--- config.mk ---
export PLATFORM = sky130hd
export DESIGN_NAME = fpcpe_top
export DESIGN_NICKNAME = d
export VERILOG_FILES = /design/src/include/fpcpe_pkg.sv /design/src/include/fpcpe_cc_if.sv /design/src/verilog/fpcpe_pred_eval.sv /design/src/verilog/fpcpe_cc_hold.sv /design/src/verilog/fpcpe_top.sv
export SDC_FILE = /design/constraint.sdc
export NUM_CORES = 1
export LEC_CHECK = 0
export BUFFER_PORTS_ARGS = -buffer_cell sky130_fd_sc_hd__buf_4
export CAP_MARGIN = 25
export CELL_PAD_IN_SITES_DETAIL_PLACEMENT = 0
export CELL_PAD_IN_SITES_GLOBAL_PLACEMENT = 2
export CORE_MARGIN = 5
export CORE_UTILIZATION = 26
export DETAILED_ROUTE_END_ITERATION = 8
export PLACE_DENSITY_LB_ADDON = 0.1
export SLEW_MARGIN = 20
export SYNTH_ARGS = -nofsm -noshare
export SYNTH_HDL_FRONTEND = slang
export SYNTH_HIERARCHICAL = 1
export SYNTH_SLANG_ARGS = --single-unit
export TNS_END_PERCENT = 5
--- constraint.sdc ---
create_clock -name clock -period 1.65 [get_ports clock]
set_clock_uncertainty 0.15 [all_clocks]
set_input_delay 0.0825 -clock clock [delete_from_list [all_inputs] [get_ports clock]]
set_output_delay 0.0825 -clock clock [all_outputs]
set_load 0.01 [all_outputs]
--- src/include/fpcpe_pkg.sv ---
// constants and types of the floating-point condition predicate evaluator
// assumes a 32-bit Avalon-MM register bus with byte addresses
package fpcpe_pkg;
    // ========================================
    // register byte offsets
    localparam logic [3:0] FPCPE_OFS_CTRL = 4'h0;
    localparam logic [3:0] FPCPE_OFS_STATUS = 4'h4;
    localparam logic [3:0] FPCPE_OFS_INT_STATUS = 4'h8;
    localparam logic [3:0] FPCPE_OFS_INT_MASK = 4'hC;
    localparam logic [3:0] FPCPE_OFS_LAST_EVAL = 4'h0;
    localparam logic [1:0] FPCPE_PAGE_REGS = 2'h0;
    localparam logic [1:0] FPCPE_PAGE_EVAL = 2'h1;
    // ========================================
    // condition code bits inside the cc vector
    localparam int FPCPE_CC_NAN = 0;
    localparam int FPCPE_CC_INF = 1;
    localparam int FPCPE_CC_ZERO = 2;
    localparam int FPCPE_CC_NEG = 3;
    localparam int FPCPE_CC_W = 4;
    // ========================================
    // field positions in the registers
    localparam int FPCPE_STAT_CC_LSB = 24;
    localparam int FPCPE_STAT_EXC_LSB = 8;
    localparam int FPCPE_EXC_BU_BIT = 7;
    localparam int FPCPE_CTRL_BU_TRAP = 15;
    localparam int FPCPE_INT_BU = 0;
    localparam int FPCPE_INT_NAN = 1;
    localparam int FPCPE_INT_BADPRED = 2;
    localparam int FPCPE_INT_W = 3;
    localparam int FPCPE_LAST_OUT_BIT = 8;
    localparam int FPCPE_LAST_VALID_BIT = 9;
    // ========================================
    // reset values and predicate coding
    localparam logic [FPCPE_CC_W-1:0] FPCPE_CC_RESET = 4'h0;
    localparam logic [7:0] FPCPE_EXC_RESET = 8'h00;
    localparam logic [FPCPE_INT_W-1:0] FPCPE_INT_RESET = 3'h0;
    localparam int FPCPE_PRED_W = 6;
    localparam int FPCPE_PRED_SIG_BIT = 4;
    localparam int FPCPE_PRED_BAD_BIT = 5;
    localparam logic [31:0] FPCPE_READ_ZERO = 32'h00000000;

    typedef enum logic [0:0] {
        FPCPE_BUS_IDLE = 1'b0,
        FPCPE_BUS_ACK = 1'b1
    } fpcpe_bus_state_t;
endpackage

--- src/include/fpcpe_cc_if.sv ---
// condition code bits shared between the holder and the evaluator
// assumes one clock domain
`timescale 1ns/10ps
`default_nettype none
interface fpcpe_cc_if;
    logic [fpcpe_pkg::FPCPE_CC_W-1:0] cc;
    modport source (output cc);
    modport sink (input cc);
endinterface
`default_nettype wire

--- src/verilog/fpcpe_pred_eval.sv ---
// combinational decode of a 6-bit predicate against the condition bits
// assumes the cc vector comes from the condition code holder
`timescale 1ns/10ps
`default_nettype none
module fpcpe_pred_eval
    import fpcpe_pkg::*;
(
    input wire logic [fpcpe_pkg::FPCPE_PRED_W-1:0] pred,
    fpcpe_cc_if.sink cc_in,
    output logic test_true,
    output logic raise_bu,
    output logic bad_pred
);
    // ========================================
    // test equations on the low four predicate bits
    function automatic logic pred_test(input logic [3:0] p, input logic n, input logic z,
                                       input logic nan);
        logic r;
        r = 1'b0;
        unique case (p)
            4'h0: r = 1'b0;
            4'h1: r = z;
            4'h2: r = ~(nan | z | n);
            4'h3: r = z | ~(nan | n);
            4'h4: r = n & ~(nan | z);
            4'h5: r = z | (n & ~nan);
            4'h6: r = ~(nan | z);
            4'h7: r = ~nan;
            4'h8: r = nan;
            4'h9: r = nan | z;
            4'hA: r = nan | ~(n | z);
            4'hB: r = nan | z | ~n;
            4'hC: r = nan | (n & ~z);
            4'hD: r = nan | z | n;
            4'hE: r = ~z;
            4'hF: r = 1'b1;
        endcase
        return r;
    endfunction

    logic nan_b;
    assign nan_b = cc_in.cc[FPCPE_CC_NAN];
    assign bad_pred = pred[FPCPE_PRED_BAD_BIT];
    // ========================================
    // outcome and branch-unordered decision
    assign test_true = ~bad_pred & pred_test(pred[3:0], cc_in.cc[FPCPE_CC_NEG],
                                             cc_in.cc[FPCPE_CC_ZERO], nan_b);
    assign raise_bu = ~bad_pred & pred[FPCPE_PRED_SIG_BIT] & nan_b;
endmodule
`default_nettype wire

--- src/verilog/fpcpe_cc_hold.sv ---
// holds the negative, zero, infinity and not-a-number condition bits
// assumes result reports come from arithmetic logic on the same clock
`timescale 1ns/10ps
`default_nettype none
module fpcpe_cc_hold
    import fpcpe_pkg::*;
(
    input wire logic clock,
    input wire logic rst_b,
    input wire logic upd_valid,
    input wire logic upd_neg,
    input wire logic upd_zero,
    input wire logic upd_inf,
    input wire logic upd_nan,
    input wire logic upd_unordered,
    input wire logic sw_wr,
    input wire logic [fpcpe_pkg::FPCPE_CC_W-1:0] sw_cc,
    output logic nan_event,
    fpcpe_cc_if.source cc_out
);
    // ========================================
    // next condition bits from a result
    logic [FPCPE_CC_W-1:0] cc_q;
    logic [FPCPE_CC_W-1:0] res_cc;
    always_comb begin
        res_cc = FPCPE_CC_RESET;
        res_cc[FPCPE_CC_NEG] = upd_neg;
        res_cc[FPCPE_CC_ZERO] = upd_zero & ~upd_nan;
        res_cc[FPCPE_CC_INF] = upd_inf & ~upd_nan;
        res_cc[FPCPE_CC_NAN] = upd_nan | upd_unordered;
    end
    // ========================================
    // register: a result report wins over a software write
    always_ff @(posedge clock or negedge rst_b) begin
        if (!rst_b) begin
            cc_q <= FPCPE_CC_RESET;
        end else if (upd_valid) begin
            cc_q <= res_cc;
        end else if (sw_wr) begin
            cc_q <= sw_cc;
        end
    end
    assign nan_event = upd_valid & res_cc[FPCPE_CC_NAN];
    assign cc_out.cc = cc_q;
endmodule
`default_nettype wire

--- src/verilog/fpcpe_top.sv ---
// floating-point condition predicate evaluator with Avalon-MM registers
// assumes result reports and evaluation requests from logic on clock
//
// Design decisions made here: the Avalon-MM register port and the address map.
`timescale 1ns/10ps
`default_nettype none
module fpcpe_top
    import fpcpe_pkg::*;
(
    input wire logic clock,
    input wire logic rst_b,
    input wire logic [5:0] avs_address,
    input wire logic avs_read,
    input wire logic avs_write,
    input wire logic [31:0] avs_writedata,
    input wire logic [3:0] avs_byteenable,
    output logic [31:0] avs_readdata,
    output logic avs_waitrequest,
    input wire logic res_valid,
    input wire logic res_neg,
    input wire logic res_zero,
    input wire logic res_inf,
    input wire logic res_nan,
    input wire logic res_unordered,
    input wire logic eval_valid,
    input wire logic [fpcpe_pkg::FPCPE_PRED_W-1:0] eval_pred,
    output logic eval_done,
    output logic eval_true,
    output logic eval_trap,
    output logic irq
);
    import fpcpe_pkg::*;

    // ========================================
    // address decode helpers
    function automatic logic hit(input logic [5:0] a, input logic [1:0] page,
                                 input logic [3:0] ofs);
        return (a[5:4] == page) && (a[3:0] == ofs);
    endfunction

    function automatic logic [31:0] be_mask(input logic [3:0] be);
        return {{8{be[3]}}, {8{be[2]}}, {8{be[1]}}, {8{be[0]}}};
    endfunction

    // ========================================
    // bus slave state
    fpcpe_bus_state_t bus_q;
    fpcpe_bus_state_t bus_d;
    logic req;
    logic take;
    logic wr_take;
    logic rd_take;
    logic [31:0] wmask;
    logic [31:0] wbits;

    assign req = avs_read | avs_write;
    always_comb begin
        bus_d = bus_q;
        unique case (bus_q)
            FPCPE_BUS_IDLE: begin
                if (req) begin
                    bus_d = FPCPE_BUS_ACK;
                end
            end
            FPCPE_BUS_ACK: begin
                bus_d = FPCPE_BUS_IDLE;
            end
        endcase
    end

    always_ff @(posedge clock or negedge rst_b) begin
        if (!rst_b) begin
            bus_q <= FPCPE_BUS_IDLE;
        end else begin
            bus_q <= bus_d;
        end
    end

    assign take = req && (bus_q == FPCPE_BUS_ACK);
    assign wr_take = take & avs_write;
    assign rd_take = take & avs_read;
    assign avs_waitrequest = req && (bus_q == FPCPE_BUS_IDLE);
    assign wmask = be_mask(avs_byteenable);
    assign wbits = avs_writedata & wmask;

    logic wr_ctrl;
    logic wr_status;
    logic wr_int_status;
    logic wr_int_mask;
    assign wr_ctrl = wr_take & hit(avs_address, FPCPE_PAGE_REGS, FPCPE_OFS_CTRL);
    assign wr_status = wr_take & hit(avs_address, FPCPE_PAGE_REGS, FPCPE_OFS_STATUS);
    assign wr_int_status = wr_take & hit(avs_address, FPCPE_PAGE_REGS, FPCPE_OFS_INT_STATUS);
    assign wr_int_mask = wr_take & hit(avs_address, FPCPE_PAGE_REGS, FPCPE_OFS_INT_MASK);

    // ========================================
    // control register: branch-unordered trap enable
    logic bu_trap_en_q;
    always_ff @(posedge clock or negedge rst_b) begin
        if (!rst_b) begin
            bu_trap_en_q <= 1'b0;
        end else if (wr_ctrl && wmask[FPCPE_CTRL_BU_TRAP]) begin
            bu_trap_en_q <= avs_writedata[FPCPE_CTRL_BU_TRAP];
        end
    end

    // ========================================
    // condition code holder and predicate evaluator
    fpcpe_cc_if cc_bus ();
    logic nan_event;
    logic cc_sw_wr;
    logic [FPCPE_CC_W-1:0] cc_sw_val;
    logic [FPCPE_CC_W-1:0] cc_now;
    logic [3:0] cc_lane;

    assign cc_lane = {avs_byteenable[3], avs_byteenable[3], avs_byteenable[3],
                      avs_byteenable[3]};
    assign cc_sw_wr = wr_status & avs_byteenable[3];
    assign cc_sw_val = avs_writedata[FPCPE_STAT_CC_LSB +: FPCPE_CC_W] & cc_lane;

    fpcpe_cc_hold u_cc (
        .clock(clock),
        .rst_b(rst_b),
        .upd_valid(res_valid),
        .upd_neg(res_neg),
        .upd_zero(res_zero),
        .upd_inf(res_inf),
        .upd_nan(res_nan),
        .upd_unordered(res_unordered),
        .sw_wr(cc_sw_wr),
        .sw_cc(cc_sw_val),
        .nan_event(nan_event),
        .cc_out(cc_bus.source)
    );

    assign cc_now = cc_bus.cc;

    logic test_true;
    logic raise_bu;
    logic bad_pred;

    fpcpe_pred_eval u_pred (
        .pred(eval_pred),
        .cc_in(cc_bus.sink),
        .test_true(test_true),
        .raise_bu(raise_bu),
        .bad_pred(bad_pred)
    );

    // ========================================
    // evaluation answer, one cycle after the request
    logic bu_event;
    assign bu_event = eval_valid & raise_bu;

    always_ff @(posedge clock or negedge rst_b) begin
        if (!rst_b) begin
            eval_done <= 1'b0;
            eval_true <= 1'b0;
        end else begin
            eval_done <= eval_valid;
            eval_true <= eval_valid & test_true;
        end
    end

    always_ff @(posedge clock or negedge rst_b) begin
        if (!rst_b) begin
            eval_trap <= 1'b0;
        end else begin
            eval_trap <= bu_event & bu_trap_en_q;
        end
    end

    // ========================================
    // exception byte: branch-unordered flag, write one to clear
    logic bu_flag_q;
    logic bu_clr;
    assign bu_clr = wr_status && wbits[FPCPE_STAT_EXC_LSB + FPCPE_EXC_BU_BIT];

    always_ff @(posedge clock or negedge rst_b) begin
        if (!rst_b) begin
            bu_flag_q <= FPCPE_EXC_RESET[FPCPE_EXC_BU_BIT];
        end else if (bu_event) begin
            bu_flag_q <= 1'b1;
        end else if (bu_clr) begin
            bu_flag_q <= 1'b0;
        end
    end

    logic [7:0] exc_byte;
    always_comb begin
        exc_byte = FPCPE_EXC_RESET;
        exc_byte[FPCPE_EXC_BU_BIT] = bu_flag_q;
    end

    // ========================================
    // last evaluation record
    logic [FPCPE_PRED_W-1:0] last_pred_q;
    logic last_out_q;
    logic last_valid_q;

    always_ff @(posedge clock or negedge rst_b) begin
        if (!rst_b) begin
            last_pred_q <= {FPCPE_PRED_W{1'b0}};
            last_out_q <= 1'b0;
            last_valid_q <= 1'b0;
        end else if (eval_valid) begin
            last_pred_q <= eval_pred;
            last_out_q <= test_true;
            last_valid_q <= 1'b1;
        end
    end

    // ========================================
    // interrupt status and mask
    logic [FPCPE_INT_W-1:0] int_status_q;
    logic [FPCPE_INT_W-1:0] int_mask_q;
    logic [FPCPE_INT_W-1:0] int_set;
    logic [FPCPE_INT_W-1:0] int_clr;

    always_comb begin
        int_set = FPCPE_INT_RESET;
        int_set[FPCPE_INT_BU] = bu_event;
        int_set[FPCPE_INT_NAN] = nan_event;
        int_set[FPCPE_INT_BADPRED] = eval_valid & bad_pred;
        int_clr = FPCPE_INT_RESET;
        if (wr_int_status) begin
            int_clr = wbits[FPCPE_INT_W-1:0];
        end
    end

    always_ff @(posedge clock or negedge rst_b) begin
        if (!rst_b) begin
            int_status_q <= FPCPE_INT_RESET;
        end else begin
            int_status_q <= (int_status_q & ~int_clr) | int_set;
        end
    end

    always_ff @(posedge clock or negedge rst_b) begin
        if (!rst_b) begin
            int_mask_q <= FPCPE_INT_RESET;
        end else if (wr_int_mask) begin
            int_mask_q <= (int_mask_q & ~wmask[FPCPE_INT_W-1:0]) | wbits[FPCPE_INT_W-1:0];
        end
    end

    assign irq = |(int_status_q & int_mask_q);

    // ========================================
    // read data mux
    logic [31:0] rd_mux;
    always_comb begin
        rd_mux = FPCPE_READ_ZERO;
        if (hit(avs_address, FPCPE_PAGE_REGS, FPCPE_OFS_CTRL)) begin
            rd_mux[FPCPE_CTRL_BU_TRAP] = bu_trap_en_q;
        end else if (hit(avs_address, FPCPE_PAGE_REGS, FPCPE_OFS_STATUS)) begin
            rd_mux[FPCPE_STAT_CC_LSB +: FPCPE_CC_W] = cc_now;
            rd_mux[FPCPE_STAT_EXC_LSB +: 8] = exc_byte;
        end else if (hit(avs_address, FPCPE_PAGE_REGS, FPCPE_OFS_INT_STATUS)) begin
            rd_mux[FPCPE_INT_W-1:0] = int_status_q;
        end else if (hit(avs_address, FPCPE_PAGE_REGS, FPCPE_OFS_INT_MASK)) begin
            rd_mux[FPCPE_INT_W-1:0] = int_mask_q;
        end else if (hit(avs_address, FPCPE_PAGE_EVAL, FPCPE_OFS_LAST_EVAL)) begin
            rd_mux[FPCPE_PRED_W-1:0] = last_pred_q;
            rd_mux[FPCPE_LAST_OUT_BIT] = last_out_q;
            rd_mux[FPCPE_LAST_VALID_BIT] = last_valid_q;
        end
    end

    // ========================================
    // read data register, loaded in the wait cycle so it stands at the taking edge
    always_ff @(posedge clock or negedge rst_b) begin
        if (!rst_b) begin
            avs_readdata <= FPCPE_READ_ZERO;
        end else if (avs_read && (bus_q == FPCPE_BUS_IDLE)) begin
            avs_readdata <= rd_mux;
        end
    end

    logic unused_rd;
    assign unused_rd = rd_take;
endmodule
`default_nettype wire

### Yosys cells after proc, flatten, opt, wreduce, memory -nomap -nowiden

Cells that the tools add are included.

* register bits: 42
* input bits: 59
* output and inout bits: 37
* word-level logic and storage cells: 121

* equality and inequality tests: 19
* mux-type cells: 24
* bitwise gates (word level): 49
* reduce and logical (&&, ||, !) cells: 16

Operator list (number)
* $eq 4x4->1 const B: 10
* $mux 6: 4
* $eq 4x3->1 const B: 5
* $and 1x1->1: 19
* $and 16x16->16: 1
* $mux 4: 4
* $pmux 1 s16: 1
* $mux 3: 5
* $or 1x1->1: 11
* $logic_and 1x1->1: 10
* $not 1->1: 10
* $and 3x3->3: 3
* $eq 4x2->1 const B: 2
* $logic_not 4->1: 2
* $mux 2: 4
* $mux 7: 1
* $not 3->3: 2
* $or 3x3->3: 2
* $and 4x4->4: 1
* $eq 4x1->1 const B: 1
* $mux 1: 4
* $reduce_bool 2->1: 2
* $reduce_or 3->1: 1
* $eq 2x1->1 const B: 1
* other kinds (2): 2

### Longest topological paths before layout

* depth after elaboration: 8
* gate-level depth with buffers: 6

### Cells and area by module

Netlist, hierarchy kept.

By module, submodules not included
* fpcpe_top: times used 1, cells each 143, area each 1587.8 µm², sequential area each 825.8 µm²
* fpcpe_cc_hold: times used 1, cells each 17, area each 192.7 µm², sequential area each 100.1 µm²
* fpcpe_pred_eval: times used 1, cells each 9, area each 63.8 µm², sequential area each 0.0 µm²

### Worst setup path after synthesis

No wires, ideal clock.

* kind: input -> register
* start: input port avs_address[4]
* end: register u_cc.cc_q[1] (netlist: u_cc/cc_out.cc[1])
* setup time: 0.128 ns
* arrival time: 1.234 ns
* data required time: 1.372 ns
* setup slack: 0.138 ns
* cell stages on the path: 6
* path buffers: 1
* path through: nor4_2 > nand3b_1 > nor2_1 > clkbuf_2 > mux2i_1 > o22ai_1

* cells in the longest elaborated chain, start to end: 5

Ends and longest elaborated chain
* start, declared: line fpcpe_top.sv:12 `input wire logic [5:0] avs_address,`
* $logic_not 2->1: line fpcpe_top.sv:38 `return (a[5:4] == page) && (a[3:0] == ofs);`
* $logic_and 1x1->1: line fpcpe_top.sv:38
* $and 1x1->1: line fpcpe_top.sv:91 `assign wr_status = wr_take & hit(avs_address, FPCPE_PAGE_REGS, FPCPE_OFS_STATUS);`
* $and 1x1->1: line fpcpe_top.sv:117 `assign cc_sw_wr = wr_status & avs_byteenable[3];`
* via cc_sw_wr: line fpcpe_top.sv:110 `logic cc_sw_wr;`
* $reduce_bool 2->1 (no source line)
* end signal, assigned: line fpcpe_cc_hold.sv:38 `cc_q <= res_cc;`
* end signal, assigned: line fpcpe_cc_hold.sv:40 `cc_q <= sw_cc;`
* end, declared: line fpcpe_cc_hold.sv:23 `logic [FPCPE_CC_W-1:0] cc_q;`

The timed path passes the listed nets, and every way through them passes these cells.
A chain may end at the register's enable or synchronous reset.

### Worst setup path after layout

* start: input port eval_pred[2] (netlist bit)
* end: register last_out_q

* cells in the longest elaborated chain, start to end: 3

Ends and longest elaborated chain
* start, declared: line fpcpe_top.sv:26 `input wire logic [fpcpe_pkg::FPCPE_PRED_W-1:0] eval_pred,`
* $eq 4x4->1 (tied with other cells): line fpcpe_pred_eval.sv:20 `unique case (p)`
* $pmux 1 s16 (*): line fpcpe_pred_eval.sv:20
* $and 1x1->1 (*): line fpcpe_pred_eval.sv:46 `assign test_true = ~bad_pred & pred_test(pred[3:0], cc_in.cc[FPCPE_CC_NEG],`
* via test_true: line fpcpe_top.sv:137 `logic test_true;`
* end signal, assigned: line fpcpe_top.sv:207 `last_out_q <= test_true;`
* end, declared: line fpcpe_top.sv:197 `logic last_out_q;`

Mark *: on every way through the listed nets, which the timed path passes. The rest lies on a longest branch.

==> metrics.cfg <==
[pwr]
leakagePower_nw = 1.21
ir_worst_vdd_mv = 0.294
power_density_mw_per_mm2 = 749

[clocking]
clkLatencyLatePin_ns = 0.29
cts_root_buf = clkbuf_8
numCtsBuffers = 5
htreeDepth = 2
cts_tree = yes
cts_hold_buf = 22
clock-sinks = 37
clkTransAtPathRegs_ns = 0.07
clockBufferDepth = 2

[global_route]
grt_overflow = 0
use_met1_pct = 14.8
grt_max_degree = 38
first_global_vias = 1624
grt_most_used_layer = met2
antenna_found_initial = 0
grtUsageMet3_pct = 2.56
grt_first_pass_wirelength_mm = 8.15
grt_usage_pct = 11.8
met2_usage_pct = 20.0

[finish]
final.fill_count = 716
layout-drive-gt1-share_pct = 32.5
antenna_cells = 0
nets = 308
final_core_util_pct = 38.2
areaGrowthSynthToFinish_pct = 41.7
final_cell_count_no_fill = 345

[logic_synthesis]
yosys.area.top_type = dfrtp_1
synth_area_mm2 = 0.00184
synth_top_area_share_pct = 50.2
yosysUniqueCellTypes = 40
ys.warnings.count = 6
synth.area.top_cells = dfrtp_1 50%, buf_4 8.1%, mux2_2 6.1%, a22o_1 3.8%, nand2_1 3.5%
postSynthCellCount = 169
synth.avg_cell_area_um2 = 10.9
synth-seq-cells = 37
ys_seq_area_share_pct = 50.2

[timing]
min_period_ns = 1.57
max_freq_mhz = 638
tns_ns = 0
fin_crit_sh_pct = 95.0
setup_viol = 0
whs_ns = -0.0202
hold_viol = 1
rsz0062_at_grt = false
report.final.slew_viol_count = 0

[floorplan]
die_w_um = 94.2
ioPinCount = 96
start_util_pct = 27.0
rows = 30
die_area_mm2 = 0.00888
core_area_mm2 = 0.00683
die-height_um = 94.2

[setup_path]
worstSetupStartpointType = input pin
cp_max_fo = 3
worstPathArrival_ns = 1.59
end_kind = flop
cp.required_ns = 1.67
crit_type = in2reg

[detailed_routing]
avgRoutedWirePerCell_um = 14.1
wl_mm = 4.88
via_count = 1513
drc = 0
drtAntennaViolNets = 0
vias_per_cell = 4.39
drtPass1Iterations = 4
first_iter_violations = 57

[place]
place.gp.congestion = 0.714
io_buffer_count = 51
dp_cells = 316
dp_hpwl_mm = 3.75

[job]
maxCapViolations = 0

[status]
violations = negative hold slack
status = finished, violations left

[min_path]
holdCritPathClass = in2reg

## logic make-up (layout without fill, tap and decap cells)
family	after synthesis	in the layout	share of synthesized area (%)
AND/OR/NAND/NOR	53	53	16.3
other	1	19	0.203
AO/OA/AOI/OAI	33	33	13.4
flip-flops	37	37	50.2
buffers and inverters	28	90	9.84
multiplexers	17	17	10.0
## cell type report
| type | count | area (µm²) | area share [%] |
|---|---|---|---|
| Sequential cell | 37 | 926 | 35.4 |
| Tap cell | 96 | 120 | 4.60 |
| Inverter | 3 | 11.3 | 0.431 |
| Timing Repair Buffer | 80 | 659 | 25.2 |
| Clock buffer | 7 | 86.3 | 3.30 |
| Multi-Input combinational cell | 122 | 810 | 31.0 |
## timing repair
item                       CTS  global route
resized for setup            0             2
buffers inserted             0             0
hold endpoints to repair    58             1
setup endpoints to repair    0             8
## sequential cells by signal, summed over array words and instances (netlist names), named ones only
signal / count
avs_readdata: 13
last_pred_q: 6
eval_true: 1
bus_q: 1
eval_done: 1
bu_trap_en_q: 1
u_cc/cc_out.cc: 4
eval_trap: 1
last_out_q: 1
last_valid_q: 1
int_status_q: 3
bu_flag_q: 1
## cells in the final DEF (no fill, tap or decap), types with 2 or more instances in the layout
cell type,instances
nand3b_1,2
o22ai_1,2
and2_1,5
nand2_1,17
a22o_1,8
nor2_1,6
o21ai_1,2
buf_4,57
dlygate4sd3_1,22
conb_1,19
o21a_1,3
nand4b_1,3
mux2_2,10
nor4_2,2
mux2_1,2
nor2b_1,2
a22oi_1,3
inv_1,2
nand3_1,3
o31ai_1,3
nand2b_1,5
dfrtp_1,37
clkbuf_8,6
o21ai_0,4
and3_1,2
mux2i_1,5
## worst max-delay path, cell delays in order
cell	delay [ns]
dlygate4sd3_1	0.54
buf_4	0.15
mux2_1	0.29
a31oi_1	0.17
a311oi_1	0.08
mux2_2	0.27
## cells in the mapped netlist, drive strengths merged
cell type / count
dfrtp: 37
buf: 20
nand2: 17
mux2: 12
a22o: 8
nor2: 6
o21ai: 6
and2: 5
clkbuf: 5
mux2i: 5
nand2b: 5
o21a: 4
a22oi: 3
inv: 3
nand3: 3
nand4b: 3
o31ai: 3
and3: 2
nand3b: 2
nor2b: 2
nor3b: 2
nor4: 2
o22ai: 2
a21o: 1
a222oi: 1
a311oi: 1
a31oi: 1
and4: 1
conb: 1
nor3: 1
o21bai: 1
o31a: 1
o41ai: 1
or2: 1
or4: 1
## power by group
group	total (W)	switching, W	internal (W)	leakage (nW)
clock network	0.000637	0.000306	0.000331	0.0443
registers	0.000983	0.0000326	0.000950	0.465
logic	0.000337	0.000158	0.000179	0.698
total	0.00196	0.000497	0.00146	1.21
## routing by layer
metal | routed length, µm | vias to the layer above | part of all wire (%)
met2 | 2390 | 50 | 49
met3 | 250 | 7 | 5.1
met1 | 2180 | 734 | 45
li1 | - | 722 | -
met4 | 55 | 0 | 1.1
met5 | 0 | - | 0
## stage by stage
stage	area, µm²	hold slack [ns]	power, W	setup WS [ns]
after floorplan	1910	-0.363	0.00116	0.138
after global placement	2300	-0.0746	0.00129	-0.00942
after detailed placement	2300	-0.0640	0.00130	0.00210
after CTS	2600	-0.0250	0.00199	0.0777
after global routing	2610	-0.0114	0.00207	0.0210
final	2610	-0.0202	0.00196	0.0830
## final timing paths
kind                                     to  depth (start not counted)              start  slack [ns]
min reg2reg                    last_valid_q                          1       last_valid_q        0.32
min in group asynchronous    last_pred_q[3]                          2              rst_b        0.16
max                              last_out_q                          6       eval_pred[2]        0.08
max in group asynchronous   int_status_q[0]                          2              rst_b        0.86
max reg2reg                      last_out_q                          4  u_cc/cc_out.cc[3]        0.11
min                        avs_readdata[15]                          3     avs_address[0]       -0.02
No activity file was read; power rests on OpenSTA's default activity.
